==> src/iep_map.vh <==
// register map, field positions and reset values of the interrupt enable and priority bank
// Contract
// - global gate clear blocks every source
// - global gate set passes individually masked sources
// - primary bit 6 gates SPI port
// - primary bit 5 gates timer 2 overflows
// - primary bit 4 gates UART
// - primary bit 3 gates timer 1 overflow
// - primary bit 2 gates external input B
// - primary bit 1 gates timer 0 overflow
// - primary bit 0 gates external input A
// - primary level bit 7 reads one, ignores writes
// - primary level bits select high priority
// - extended bit 7 gates timer 3 overflows
// - extended bit 6 gates comparator B flags
// - extended bit 5 gates comparator A flags
// - extended bit 4 gates counter array
// - extended bit 3 gates conversion done
// - extended bit 2 gates window compare
// - extended bit 1 gates USB function
// - extended bit 0 gates two-wire port
// - extended level bits select high priority
// - second extended bits 7-1 read zero
// - second extended bit 0 gates supply sense
// - high preempts low, nothing preempts high
// - same level resolved lowest source first
// - requests resolved every clock cycle with ce_i high
`ifndef IEP_MAP_VH
`define IEP_MAP_VH

`define IEP_ADDR_GATE_PRI 8'hA8
`define IEP_ADDR_LEVEL_PRI 8'hB8
`define IEP_ADDR_GATE_EXT1 8'hE6
`define IEP_ADDR_GATE_EXT2 8'hE7
`define IEP_ADDR_LEVEL_EXT1 8'hF6
`define IEP_ADDR_LEVEL_EXT2 8'hF7

`define IEP_BITBASE_GATE_PRI 5'h15
`define IEP_BITBASE_LEVEL_PRI 5'h17

`define IEP_RST_GATE_PRI 8'h00
`define IEP_RST_LEVEL_PRI 8'h80
`define IEP_RST_GATE_EXT1 8'h00
`define IEP_RST_GATE_EXT2 8'h00
`define IEP_RST_LEVEL_EXT1 8'h00
`define IEP_RST_LEVEL_EXT2 8'h00
`define IEP_UNMAPPED_READ 8'h00

`define IEP_LEVEL_PRI_FIXED 8'h80
`define IEP_EXT2_IMPL_MASK 8'h01

`define IEP_BIT_GLOBAL 7
`define IEP_BIT_SPI 6
`define IEP_BIT_TIMER2 5
`define IEP_BIT_UART 4
`define IEP_BIT_TIMER1 3
`define IEP_BIT_EXT_B 2
`define IEP_BIT_TIMER0 1
`define IEP_BIT_EXT_A 0

`define IEP_BIT_TIMER3 7
`define IEP_BIT_CMP_B 6
`define IEP_BIT_CMP_A 5
`define IEP_BIT_PCA 4
`define IEP_BIT_CONV 3
`define IEP_BIT_WINDOW 2
`define IEP_BIT_USB 1
`define IEP_BIT_TWO_WIRE 0
`define IEP_BIT_SUPPLY 0

`define IEP_NUM_SRC 16
`define IEP_VEC_W 4

`define IEP_SRC_EXT_A 0
`define IEP_SRC_TIMER0 1
`define IEP_SRC_EXT_B 2
`define IEP_SRC_TIMER1 3
`define IEP_SRC_UART 4
`define IEP_SRC_TIMER2 5
`define IEP_SRC_SPI 6
`define IEP_SRC_TWO_WIRE 7
`define IEP_SRC_USB 8
`define IEP_SRC_WINDOW 9
`define IEP_SRC_CONV 10
`define IEP_SRC_PCA 11
`define IEP_SRC_CMP_A 12
`define IEP_SRC_CMP_B 13
`define IEP_SRC_TIMER3 14
`define IEP_SRC_SUPPLY 15

`endif

==> src/iep_pick.v <==
// fixed-order picker: finds the lowest set request bit
`timescale 1ns/10ps
module iep_pick #(
    parameter WIDTH = 16,
    parameter IDXW = 4
) (
    input wire [WIDTH-1:0] req_i,
    output reg found_o,
    output reg [IDXW-1:0] index_o
);
    integer i;

    // scan downward so the lowest index is the last to win
    always @* begin
        found_o = 1'b0;
        index_o = {IDXW{1'b0}};
        for (i = WIDTH - 1; i >= 0; i = i - 1) begin
            if (req_i[i]) begin
                found_o = 1'b1;
                index_o = i[IDXW-1:0];
            end
        end
    end
endmodule // iep_pick

==> src/iep_irq_regs.v <==
// interrupt enable and priority register bank with level arbitration
`timescale 1ns/10ps
`include "iep_map.vh"
module iep_irq_regs (
    input wire clk_sys_i,
    input wire rst_i,
    input wire ce_i,
    input wire [7:0] sfr_addr_i,
    input wire sfr_wr_i,
    input wire [7:0] sfr_wdata_i,
    input wire sfr_rd_i,
    output reg [7:0] sfr_rdata_o,
    input wire [7:0] bit_addr_i,
    input wire bit_wr_i,
    input wire bit_wdata_i,
    input wire bit_rd_i,
    output reg bit_rdata_o,
    input wire ext_in_a_i,
    input wire timer0_overflow_i,
    input wire ext_in_b_i,
    input wire timer1_overflow_i,
    input wire uart_req_i,
    input wire timer2_low_overflow_i,
    input wire timer2_high_overflow_i,
    input wire spi_port_req_i,
    input wire two_wire_req_i,
    input wire usb_function_req_i,
    input wire window_cmp_flag_i,
    input wire conv_done_flag_i,
    input wire counter_array_req_i,
    input wire comparator_a_rise_flag_i,
    input wire comparator_a_fall_flag_i,
    input wire comparator_b_rise_flag_i,
    input wire comparator_b_fall_flag_i,
    input wire timer3_low_overflow_i,
    input wire timer3_high_overflow_i,
    input wire supply_sense_i,
    input wire irq_ack_i,
    input wire irq_return_i,
    output reg irq_req_o,
    output reg [3:0] irq_vector_o,
    output reg irq_level_o,
    output reg in_service_low_o,
    output reg in_service_high_o
);
    reg [7:0] source_gate_primary;
    reg [7:0] level_select_primary;
    reg [7:0] source_gate_ext_one;
    reg [7:0] source_gate_ext_two;
    reg [7:0] level_select_ext_one;
    reg [7:0] level_select_ext_two;

    reg [7:0] next_rdata;
    reg next_bit_rdata;
    reg next_req;
    reg [3:0] next_vector;
    reg next_level;
    reg next_in_low;
    reg next_in_high;

    wire [15:0] src_req;
    wire [15:0] armed;
    wire [15:0] level_bits;
    wire [15:0] high_req;
    wire [15:0] low_req;
    wire high_found;
    wire low_found;
    wire [3:0] high_index;
    wire [3:0] low_index;

    wire global_irq_gate;
    wire spi_port_mask;
    wire timer2_mask;
    wire uart_mask;
    wire timer1_mask;
    wire ext_in_b_mask;
    wire timer0_mask;
    wire ext_in_a_mask;
    wire timer3_mask;
    wire comparator_b_mask;
    wire comparator_a_mask;
    wire counter_array_mask;
    wire conv_done_mask;
    wire window_cmp_mask;
    wire usb_function_mask;
    wire two_wire_mask;
    wire supply_sense_mask;

    wire byte_wr_gate_pri;
    wire byte_wr_level_pri;
    wire bit_wr_gate_pri;
    wire bit_wr_level_pri;
    wire [7:0] bit_onehot;

    assign global_irq_gate = source_gate_primary[`IEP_BIT_GLOBAL];
    assign spi_port_mask = source_gate_primary[`IEP_BIT_SPI];
    assign timer2_mask = source_gate_primary[`IEP_BIT_TIMER2];
    assign uart_mask = source_gate_primary[`IEP_BIT_UART];
    assign timer1_mask = source_gate_primary[`IEP_BIT_TIMER1];
    assign ext_in_b_mask = source_gate_primary[`IEP_BIT_EXT_B];
    assign timer0_mask = source_gate_primary[`IEP_BIT_TIMER0];
    assign ext_in_a_mask = source_gate_primary[`IEP_BIT_EXT_A];
    assign timer3_mask = source_gate_ext_one[`IEP_BIT_TIMER3];
    assign comparator_b_mask = source_gate_ext_one[`IEP_BIT_CMP_B];
    assign comparator_a_mask = source_gate_ext_one[`IEP_BIT_CMP_A];
    assign counter_array_mask = source_gate_ext_one[`IEP_BIT_PCA];
    assign conv_done_mask = source_gate_ext_one[`IEP_BIT_CONV];
    assign window_cmp_mask = source_gate_ext_one[`IEP_BIT_WINDOW];
    assign usb_function_mask = source_gate_ext_one[`IEP_BIT_USB];
    assign two_wire_mask = source_gate_ext_one[`IEP_BIT_TWO_WIRE];
    assign supply_sense_mask = source_gate_ext_two[`IEP_BIT_SUPPLY];

    // raw requests in vector order; two-flag sources are ored here
    assign src_req[`IEP_SRC_EXT_A] = ext_in_a_i;
    assign src_req[`IEP_SRC_TIMER0] = timer0_overflow_i;
    assign src_req[`IEP_SRC_EXT_B] = ext_in_b_i;
    assign src_req[`IEP_SRC_TIMER1] = timer1_overflow_i;
    assign src_req[`IEP_SRC_UART] = uart_req_i;
    assign src_req[`IEP_SRC_TIMER2] = timer2_low_overflow_i | timer2_high_overflow_i;
    assign src_req[`IEP_SRC_SPI] = spi_port_req_i;
    assign src_req[`IEP_SRC_TWO_WIRE] = two_wire_req_i;
    assign src_req[`IEP_SRC_USB] = usb_function_req_i;
    assign src_req[`IEP_SRC_WINDOW] = window_cmp_flag_i;
    assign src_req[`IEP_SRC_CONV] = conv_done_flag_i;
    assign src_req[`IEP_SRC_PCA] = counter_array_req_i;
    assign src_req[`IEP_SRC_CMP_A] = comparator_a_rise_flag_i
        | comparator_a_fall_flag_i;
    assign src_req[`IEP_SRC_CMP_B] = comparator_b_rise_flag_i
        | comparator_b_fall_flag_i;
    assign src_req[`IEP_SRC_TIMER3] = timer3_low_overflow_i | timer3_high_overflow_i;
    assign src_req[`IEP_SRC_SUPPLY] = supply_sense_i;

    // per-source mask under the global gate
    assign armed[`IEP_SRC_EXT_A] = global_irq_gate & ext_in_a_mask & src_req[0];
    assign armed[`IEP_SRC_TIMER0] = global_irq_gate & timer0_mask & src_req[1];
    assign armed[`IEP_SRC_EXT_B] = global_irq_gate & ext_in_b_mask & src_req[2];
    assign armed[`IEP_SRC_TIMER1] = global_irq_gate & timer1_mask & src_req[3];
    assign armed[`IEP_SRC_UART] = global_irq_gate & uart_mask & src_req[4];
    assign armed[`IEP_SRC_TIMER2] = global_irq_gate & timer2_mask & src_req[5];
    assign armed[`IEP_SRC_SPI] = global_irq_gate & spi_port_mask & src_req[6];
    assign armed[`IEP_SRC_TWO_WIRE] = global_irq_gate & two_wire_mask & src_req[7];
    assign armed[`IEP_SRC_USB] = global_irq_gate & usb_function_mask & src_req[8];
    assign armed[`IEP_SRC_WINDOW] = global_irq_gate & window_cmp_mask & src_req[9];
    assign armed[`IEP_SRC_CONV] = global_irq_gate & conv_done_mask & src_req[10];
    assign armed[`IEP_SRC_PCA] = global_irq_gate & counter_array_mask & src_req[11];
    assign armed[`IEP_SRC_CMP_A] = global_irq_gate & comparator_a_mask & src_req[12];
    assign armed[`IEP_SRC_CMP_B] = global_irq_gate & comparator_b_mask & src_req[13];
    assign armed[`IEP_SRC_TIMER3] = global_irq_gate & timer3_mask & src_req[14];
    assign armed[`IEP_SRC_SUPPLY] = global_irq_gate & supply_sense_mask & src_req[15];

    // level map lines up with the vector order bit for bit
    assign level_bits = {level_select_ext_two[`IEP_BIT_SUPPLY], level_select_ext_one,
                         level_select_primary[6:0]};
    assign high_req = armed & level_bits;
    assign low_req = armed & ~level_bits;

    iep_pick #(
        .WIDTH(`IEP_NUM_SRC),
        .IDXW(`IEP_VEC_W)
    ) u_pick_high (
        .req_i(high_req),
        .found_o(high_found),
        .index_o(high_index)
    );

    iep_pick #(
        .WIDTH(`IEP_NUM_SRC),
        .IDXW(`IEP_VEC_W)
    ) u_pick_low (
        .req_i(low_req),
        .found_o(low_found),
        .index_o(low_index)
    );

    // arbitration and preemption, re-resolved on every enabled edge
    always @* begin
        next_req = 1'b0;
        next_vector = 4'h0;
        next_level = 1'b0;
        if (in_service_high_o) begin
            next_req = 1'b0;
        end else if (high_found) begin
            next_req = 1'b1;
            next_vector = high_index;
            next_level = 1'b1;
        end else if (low_found && !in_service_low_o) begin
            next_req = 1'b1;
            next_vector = low_index;
            next_level = 1'b0;
        end
    end

    // in-service tracking; a return closes the newest level, an ack opens one
    always @* begin
        next_in_low = in_service_low_o;
        next_in_high = in_service_high_o;
        if (irq_return_i) begin
            if (in_service_high_o) begin
                next_in_high = 1'b0;
            end else begin
                next_in_low = 1'b0;
            end
        end
        // ack only counts while a request is actually on offer
        if (irq_ack_i && irq_req_o) begin
            if (irq_level_o) begin
                next_in_high = 1'b1;
            end else begin
                next_in_low = 1'b1;
            end
        end
    end

    assign byte_wr_gate_pri = sfr_wr_i && (sfr_addr_i == `IEP_ADDR_GATE_PRI);
    assign byte_wr_level_pri = sfr_wr_i && (sfr_addr_i == `IEP_ADDR_LEVEL_PRI);
    assign bit_wr_gate_pri = bit_wr_i && (bit_addr_i[7:3] == `IEP_BITBASE_GATE_PRI);
    assign bit_wr_level_pri = bit_wr_i && (bit_addr_i[7:3] == `IEP_BITBASE_LEVEL_PRI);
    assign bit_onehot = 8'h01 << bit_addr_i[2:0];

    // register writes; a byte write wins over a bit write in the same cycle
    always @(posedge clk_sys_i or posedge rst_i) begin
        if (rst_i) begin
            source_gate_primary <= `IEP_RST_GATE_PRI;
            level_select_primary <= `IEP_RST_LEVEL_PRI;
            source_gate_ext_one <= `IEP_RST_GATE_EXT1;
            source_gate_ext_two <= `IEP_RST_GATE_EXT2;
            level_select_ext_one <= `IEP_RST_LEVEL_EXT1;
            level_select_ext_two <= `IEP_RST_LEVEL_EXT2;
        end else if (ce_i) begin
            if (byte_wr_gate_pri) begin
                source_gate_primary <= sfr_wdata_i;
            end else if (bit_wr_gate_pri) begin
                if (bit_wdata_i) begin
                    source_gate_primary <= source_gate_primary | bit_onehot;
                end else begin
                    source_gate_primary <= source_gate_primary & ~bit_onehot;
                end
            end
            // top bit of the primary level register is hard-wired high
            if (byte_wr_level_pri) begin
                level_select_primary <= sfr_wdata_i | `IEP_LEVEL_PRI_FIXED;
            end else if (bit_wr_level_pri) begin
                if (bit_wdata_i) begin
                    level_select_primary <= level_select_primary | bit_onehot;
                end else begin
                    level_select_primary <= (level_select_primary & ~bit_onehot)
                                            | `IEP_LEVEL_PRI_FIXED;
                end
            end
            if (sfr_wr_i && (sfr_addr_i == `IEP_ADDR_GATE_EXT1)) begin
                source_gate_ext_one <= sfr_wdata_i;
            end
            if (sfr_wr_i && (sfr_addr_i == `IEP_ADDR_GATE_EXT2)) begin
                source_gate_ext_two <= sfr_wdata_i & `IEP_EXT2_IMPL_MASK;
            end
            if (sfr_wr_i && (sfr_addr_i == `IEP_ADDR_LEVEL_EXT1)) begin
                level_select_ext_one <= sfr_wdata_i;
            end
            if (sfr_wr_i && (sfr_addr_i == `IEP_ADDR_LEVEL_EXT2)) begin
                level_select_ext_two <= sfr_wdata_i & `IEP_EXT2_IMPL_MASK;
            end
        end
    end

    // read mux; unmapped addresses answer zero
    always @* begin
        next_rdata = `IEP_UNMAPPED_READ;
        case (sfr_addr_i)
            `IEP_ADDR_GATE_PRI: begin
                next_rdata = source_gate_primary;
            end
            `IEP_ADDR_LEVEL_PRI: begin
                next_rdata = level_select_primary | `IEP_LEVEL_PRI_FIXED;
            end
            `IEP_ADDR_GATE_EXT1: begin
                next_rdata = source_gate_ext_one;
            end
            `IEP_ADDR_GATE_EXT2: begin
                next_rdata = source_gate_ext_two & `IEP_EXT2_IMPL_MASK;
            end
            `IEP_ADDR_LEVEL_EXT1: begin
                next_rdata = level_select_ext_one;
            end
            `IEP_ADDR_LEVEL_EXT2: begin
                next_rdata = level_select_ext_two & `IEP_EXT2_IMPL_MASK;
            end
            default: begin
                next_rdata = `IEP_UNMAPPED_READ;
            end
        endcase
    end

    always @* begin
        next_bit_rdata = 1'b0;
        if (bit_addr_i[7:3] == `IEP_BITBASE_GATE_PRI) begin
            next_bit_rdata = source_gate_primary[bit_addr_i[2:0]];
        end else if (bit_addr_i[7:3] == `IEP_BITBASE_LEVEL_PRI) begin
            next_bit_rdata = level_select_primary[bit_addr_i[2:0]]
                             | (bit_addr_i[2:0] == 3'h7);
        end
    end

    // outputs: read data holds until the next read strobe
    always @(posedge clk_sys_i or posedge rst_i) begin
        if (rst_i) begin
            sfr_rdata_o <= 8'h00;
            bit_rdata_o <= 1'b0;
            irq_req_o <= 1'b0;
            irq_vector_o <= 4'h0;
            irq_level_o <= 1'b0;
            in_service_low_o <= 1'b0;
            in_service_high_o <= 1'b0;
        end else if (ce_i) begin
            if (sfr_rd_i) begin
                sfr_rdata_o <= next_rdata;
            end
            if (bit_rd_i) begin
                bit_rdata_o <= next_bit_rdata;
            end
            // a fresh offer is withheld the cycle an ack is taken
            if (irq_ack_i && irq_req_o) begin
                irq_req_o <= 1'b0;
            end else begin
                irq_req_o <= next_req;
            end
            irq_vector_o <= next_vector;
            irq_level_o <= next_level;
            in_service_low_o <= next_in_low;
            in_service_high_o <= next_in_high;
        end
    end
endmodule // iep_irq_regs

==> config.mk <==
export PLATFORM = sky130hd
export DESIGN_NAME = iep_irq_regs
export DESIGN_NICKNAME = d
export VERILOG_FILES = /design/src/iep_pick.v /design/src/iep_irq_regs.v
export VERILOG_INCLUDE_DIRS = /design/src
export SDC_FILE = /design/constraint.sdc
export NUM_CORES = 1
export LEC_CHECK = 0
export BUFFER_PORTS_ARGS = -buffer_cell sky130_fd_sc_hd__buf_2
export CAP_MARGIN = 10
export CORE_MARGIN = 4
export CORE_UTILIZATION = 55
export CTS_BUF_LIST = sky130_fd_sc_hd__clkbuf_4 sky130_fd_sc_hd__clkbuf_8 sky130_fd_sc_hd__clkbuf_16
export CTS_CLUSTER_DIAMETER = 100
export DETAILED_ROUTE_END_ITERATION = 10
export GPL_ROUTABILITY_DRIVEN = 0
export PLACE_DENSITY_LB_ADDON = 0.15
export SYNTH_ARGS = -nofsm -noshare
export SYNTH_HDL_FRONTEND = slang
export SYNTH_SLANG_ARGS = --single-unit
==> constraint.sdc <==
create_clock -name clk_sys_i -period 2.1 [get_ports clk_sys_i]
set_clock_uncertainty 0.05 [all_clocks]
set_input_delay 0 -clock clk_sys_i [delete_from_list [all_inputs] [get_ports clk_sys_i]]
set_output_delay 0 -clock clk_sys_i [all_outputs]
set_load 0.01 [all_outputs]
**Word level (Yosys, flattened, before mapping)**

Index checks and enable logic that the tools add are counted.

- Magnitude comparators: 1
- Equality and inequality tests: 9
- Shift operators: 1
- Multiplexer cells: 93
- Bitwise logic cells: 45
- Reduce and logical (&&, ||, !) cells: 21

Operators with widths:

| cell | number |
|---|---|
| two-way mux 4 bit | 35 |
| two-way mux 1 bit | 49 |
| == test 8 bit (second input constant) | 6 |
| two-way mux 8 bit | 6 |
| case mux 8 bit (6 select lines) | 1 |
| bitwise AND 1 bit | 32 |
| bitwise AND 16 bit | 2 |
| NOT 16 bit | 1 |
| OR 8 bit | 2 |
| AND reduction 2 bit | 8 |
| == test 5 bit (second input constant) | 2 |
| logical AND 1 bit | 10 |
| bitwise AND 8 bit | 1 |
| NOT 8 bit | 1 |
| << shifter 1 x 3 -> 8 bit (first input constant) | 1 |
| bitwise AND 7 bit | 1 |
| binary-select mux 1 bit (select 3 bit) | 2 |
| OR 1 bit | 5 |
| < comparator 3 x 4 -> 1 bit (second input constant) | 1 |
| nonzero test 2 bit | 2 |
| == test 3 bit (second input constant) | 1 |
| zero test 1 bit | 1 |

- Register bits: 51
- Input port bits: 54

**Longest topological paths before layout**

- Depth in word-level cells: 24
- Depth in mapped cells: 8
- Depth with buffers taken out: 6

**By module**

From an unflattened synthesis, not the netlist that was laid out.

- Cells, all modules: 408
- Area total of the unflattened synthesis: 3513.4 µm²

Modules (own cells, without submodules):

| module | times used | cells an instance | area each (µm²) |
|---|---|---|---|
| iep_irq_regs | 1 | 342 | 3155.5 |
| iep_pick | 2 | 33 | 178.9 |

**Worst setup path before layout**

Ideal clock, no wire load.

- Path type: reg-to-reg
- Start: register with a tool-made name
- End: register irq_vector_o[0]
- Setup time: 0.133 ns
- Data arrival time: 1.690 ns
- Data required time: 1.917 ns
- Setup slack: 0.228 ns
- Stages on the path, launching flop included: 9
- Buffers on the path: 2
- Clock period less this slack: 1.872 ns
- Cell sequence: dfrtp_1 buf_4 clkbuf_1 o2111ai_1 nand4_1 nor4_1 o21ai_0 o31ai_1 o41ai_1

RTL lines:

| item | RTL line | RTL |
|---|---|---|
| to (signal assigned) | iep_irq_regs.v:326 | `irq_vector_o <= next_vector;` |
| to (decl) | iep_irq_regs.v:41 | `output reg [3:0] irq_vector_o,` |

==> metrics.csv <==
metric;value;unit
die width;86.1;µm
IO Pins;71;
FP Rows;28;
Pleak;1.93;nW
Crit path arrival time;2170;ps
Hold Path Stages;3;
per-cell routed wire length;18.8;µm
syn nets;423;
number of distinct library cells after synthesis;58;
# diodes;0;
fin. max-slew vios;0;
max-cap viol count;0;
Cell Area, Placed;0.00388;mm²
DR vias/cell;6.48;
Final Cell Area;0.00414;mm²
area growth from synthesis to layout;23.2;%
top cells by area, synth;dfrtp_1 (37%), mux2_2 (6.0%), o21ai_0 (5.4%), nand2_1 (4.5%), a21oi_1 (3.7%);
# setup viols final;0;
worst r2r path cells;6;
post-layout net count;519;
status;completed;
nature of the critical path startpoint;flop;
average size of a mapped cell;9.10;µm²
drt drc;0;
Worst-Skew Late Latency;310;ps
maximum VDD drop;0.339;mV
Hold Vio Cnt, Final;0;
Post-Syn Area;0.00336;mm²
Max Freq;0.499;GHz
Tightest Hold Check Type;input pin to flop;
H-Tree Depth;2;
postcts setup bufs;0;
layout cell share with drive strength beyond 1;29.6;%
Post-Synthesis Cells;369;
initial antenna violation count;0;
final core occ;69.9;%
kind of critical path;flop to flop;
commonest non-fill, non-tap cells in the layout;buf_2 (70), dfrtp_1 (49), nand2_1 (40), o21ai_0 (34), a21oi_1 (25);
IO Port Bufs;70;
post-synthesis sequential area ratio;37.3;%
final worst slack;95.3;ps
Num CTS Buffers;5;
Routed WL;10.2;mm
Post-synth EDFFs;0;
Starting Density;56.7;%
dominant synthesized flop cell;dfrtp_1;
WP data required;2260;ps
RSZ-0062 raised after global routing;no;
TritonCTS clock tree;built;
clock-pin slew of the registers on the worst-case setup and hold paths;100;ps
pin count of the biggest net entering global routing;33;
clk buf depth;2;
FF+latch count, synth;50;
critical-path maximum fanout;14;
CP Capture Type;flop;
DR iter-0 viols;378;
Synth top area share;37.3;%
Synth async-reset ratio;100;%
Min Clock Period, post-route;2000;ps
clock sinks;50;
die area;0.00742;mm²
worst-margin pin slew;633;ps
Synth area leader;dfrtp_1;
via count;3503;
worst hold start;ce_i;
vias in the first global route;3315;
GRT overflow;0;
All-Layer GR Usage;28.6;%
r2r setup slk;100;ps
Layout fillers;486;
Core Area;0.00592;mm²
TritonRoute pass-1 iters;5;
ANT nets after route;0;
die outline height;86.1;µm
Ys Warns;0;
dpl ws;28.5;ps
reg2reg end;irq_vector_o[0];
first-pass GRT wire length;16.6;mm
commonest non-fill, non-tap cell in the layout;buf_2;
Setup TNS;0;ps
root buffer cell;clkbuf_8;
slew margin rel.;57.7;%
hpwl dp;7.91;mm
pwr dens;464;mW/mm²
Tcrit/Tclk final;95.5;%
cell type report:
cell class | count | area, µm² | share of cell area, %
Multi-Input combinational cell | 295 | 1980 | 47.8
Sequential cell | 50 | 1250 | 30.3
Timing Repair Buffer | 105 | 688 | 16.6
Tap cell | 75 | 93.8 | 2.27
Clock buffer | 5 | 68.8 | 1.66
Inverter | 8 | 30.0 | 0.726
Clock inverter | 3 | 26.3 | 0.635
cell families after synthesis:
| group | Yosys count | share of synthesized area [%] |
|---|---|---|
| and+or+nand+nor | 145 | 24.4 |
| DFF | 50 | 37.3 |
| AOI/OAI and AO/OA | 127 | 25.6 |
| buffers and inverters | 24 | 4.02 |
| muxes | 23 | 8.64 |
report_power, final:
part           leakage, nW  internal [mW]  switching, mW  total, mW
clock network       0.0495          0.249          0.372      0.621
registers            0.692          0.988         0.0427       1.03
logic                 1.18          0.121          0.148      0.269
how the worst max path moves through the flow:
stage / endpoint / slack (ps) / depth (start not counted)
global placement: irq_vector_o[0] / 130 / 6
CTS: irq_vector_o[0] / 1 / 6
detailed placement: irq_vector_o[0] / 30 / 6
finish: irq_vector_o[0] / 100 / 6
floorplan: irq_vector_o[0] / 230 / 8
global route: irq_vector_o[0] / 10 / 6
what timing repair did:
item | in CTS | in global routing
gates resized for setup | 0 | 5
hold buffers | 15 | 0
setup endpoints to repair | 0 | 5
hold endpoints to repair | 41 | 0
synth_stat cells, types with 6 or more instances:
library cell,number
o21ai_0,36
inv_1,8
nand4b_1,9
nor2_1,17
o211ai_1,6
mux2_2,18
nand2b_1,8
nand2_1,40
buf_4,7
a221oi_1,8
nand3_1,10
a21oi_1,25
a2bb2oi_1,6
or3_1,7
nand4_1,20
dfrtp_1,50
o22ai_1,9
metrics by stage:
stage / instances / hold slack (ps) / power [mW]
finish: 541 / 77.9 / 1.92
global route: 541 / 75.2 / 2.00
CTS: 541 / 68.4 / 1.91
detailed placement: 518 / -31.5 / 1.29
global placement: 518 / -40.2 / 1.28
floorplan: 369 / 101 / 1.16
critical path, stage by stage, from the launching register on:
cell,delay [ps]
dfrtp_2,470
buf_12,160
o2111ai_1,150
nand4_1,250
or2_2,350
nand2b_1,190
o41ai_2,290
routing by layer:
layer / vias up / share of wire (%) / track usage [%]
li1: 1619 / - / -
met1: 1673 / 41 / 39.9
met2: 188 / 48 / 45.6
met3: 23 / 8.3 / 3.27
met4: 0 / 2.6 / 10.8
met5: - / 0 / 0
Power figures use the tool's default switching activity.
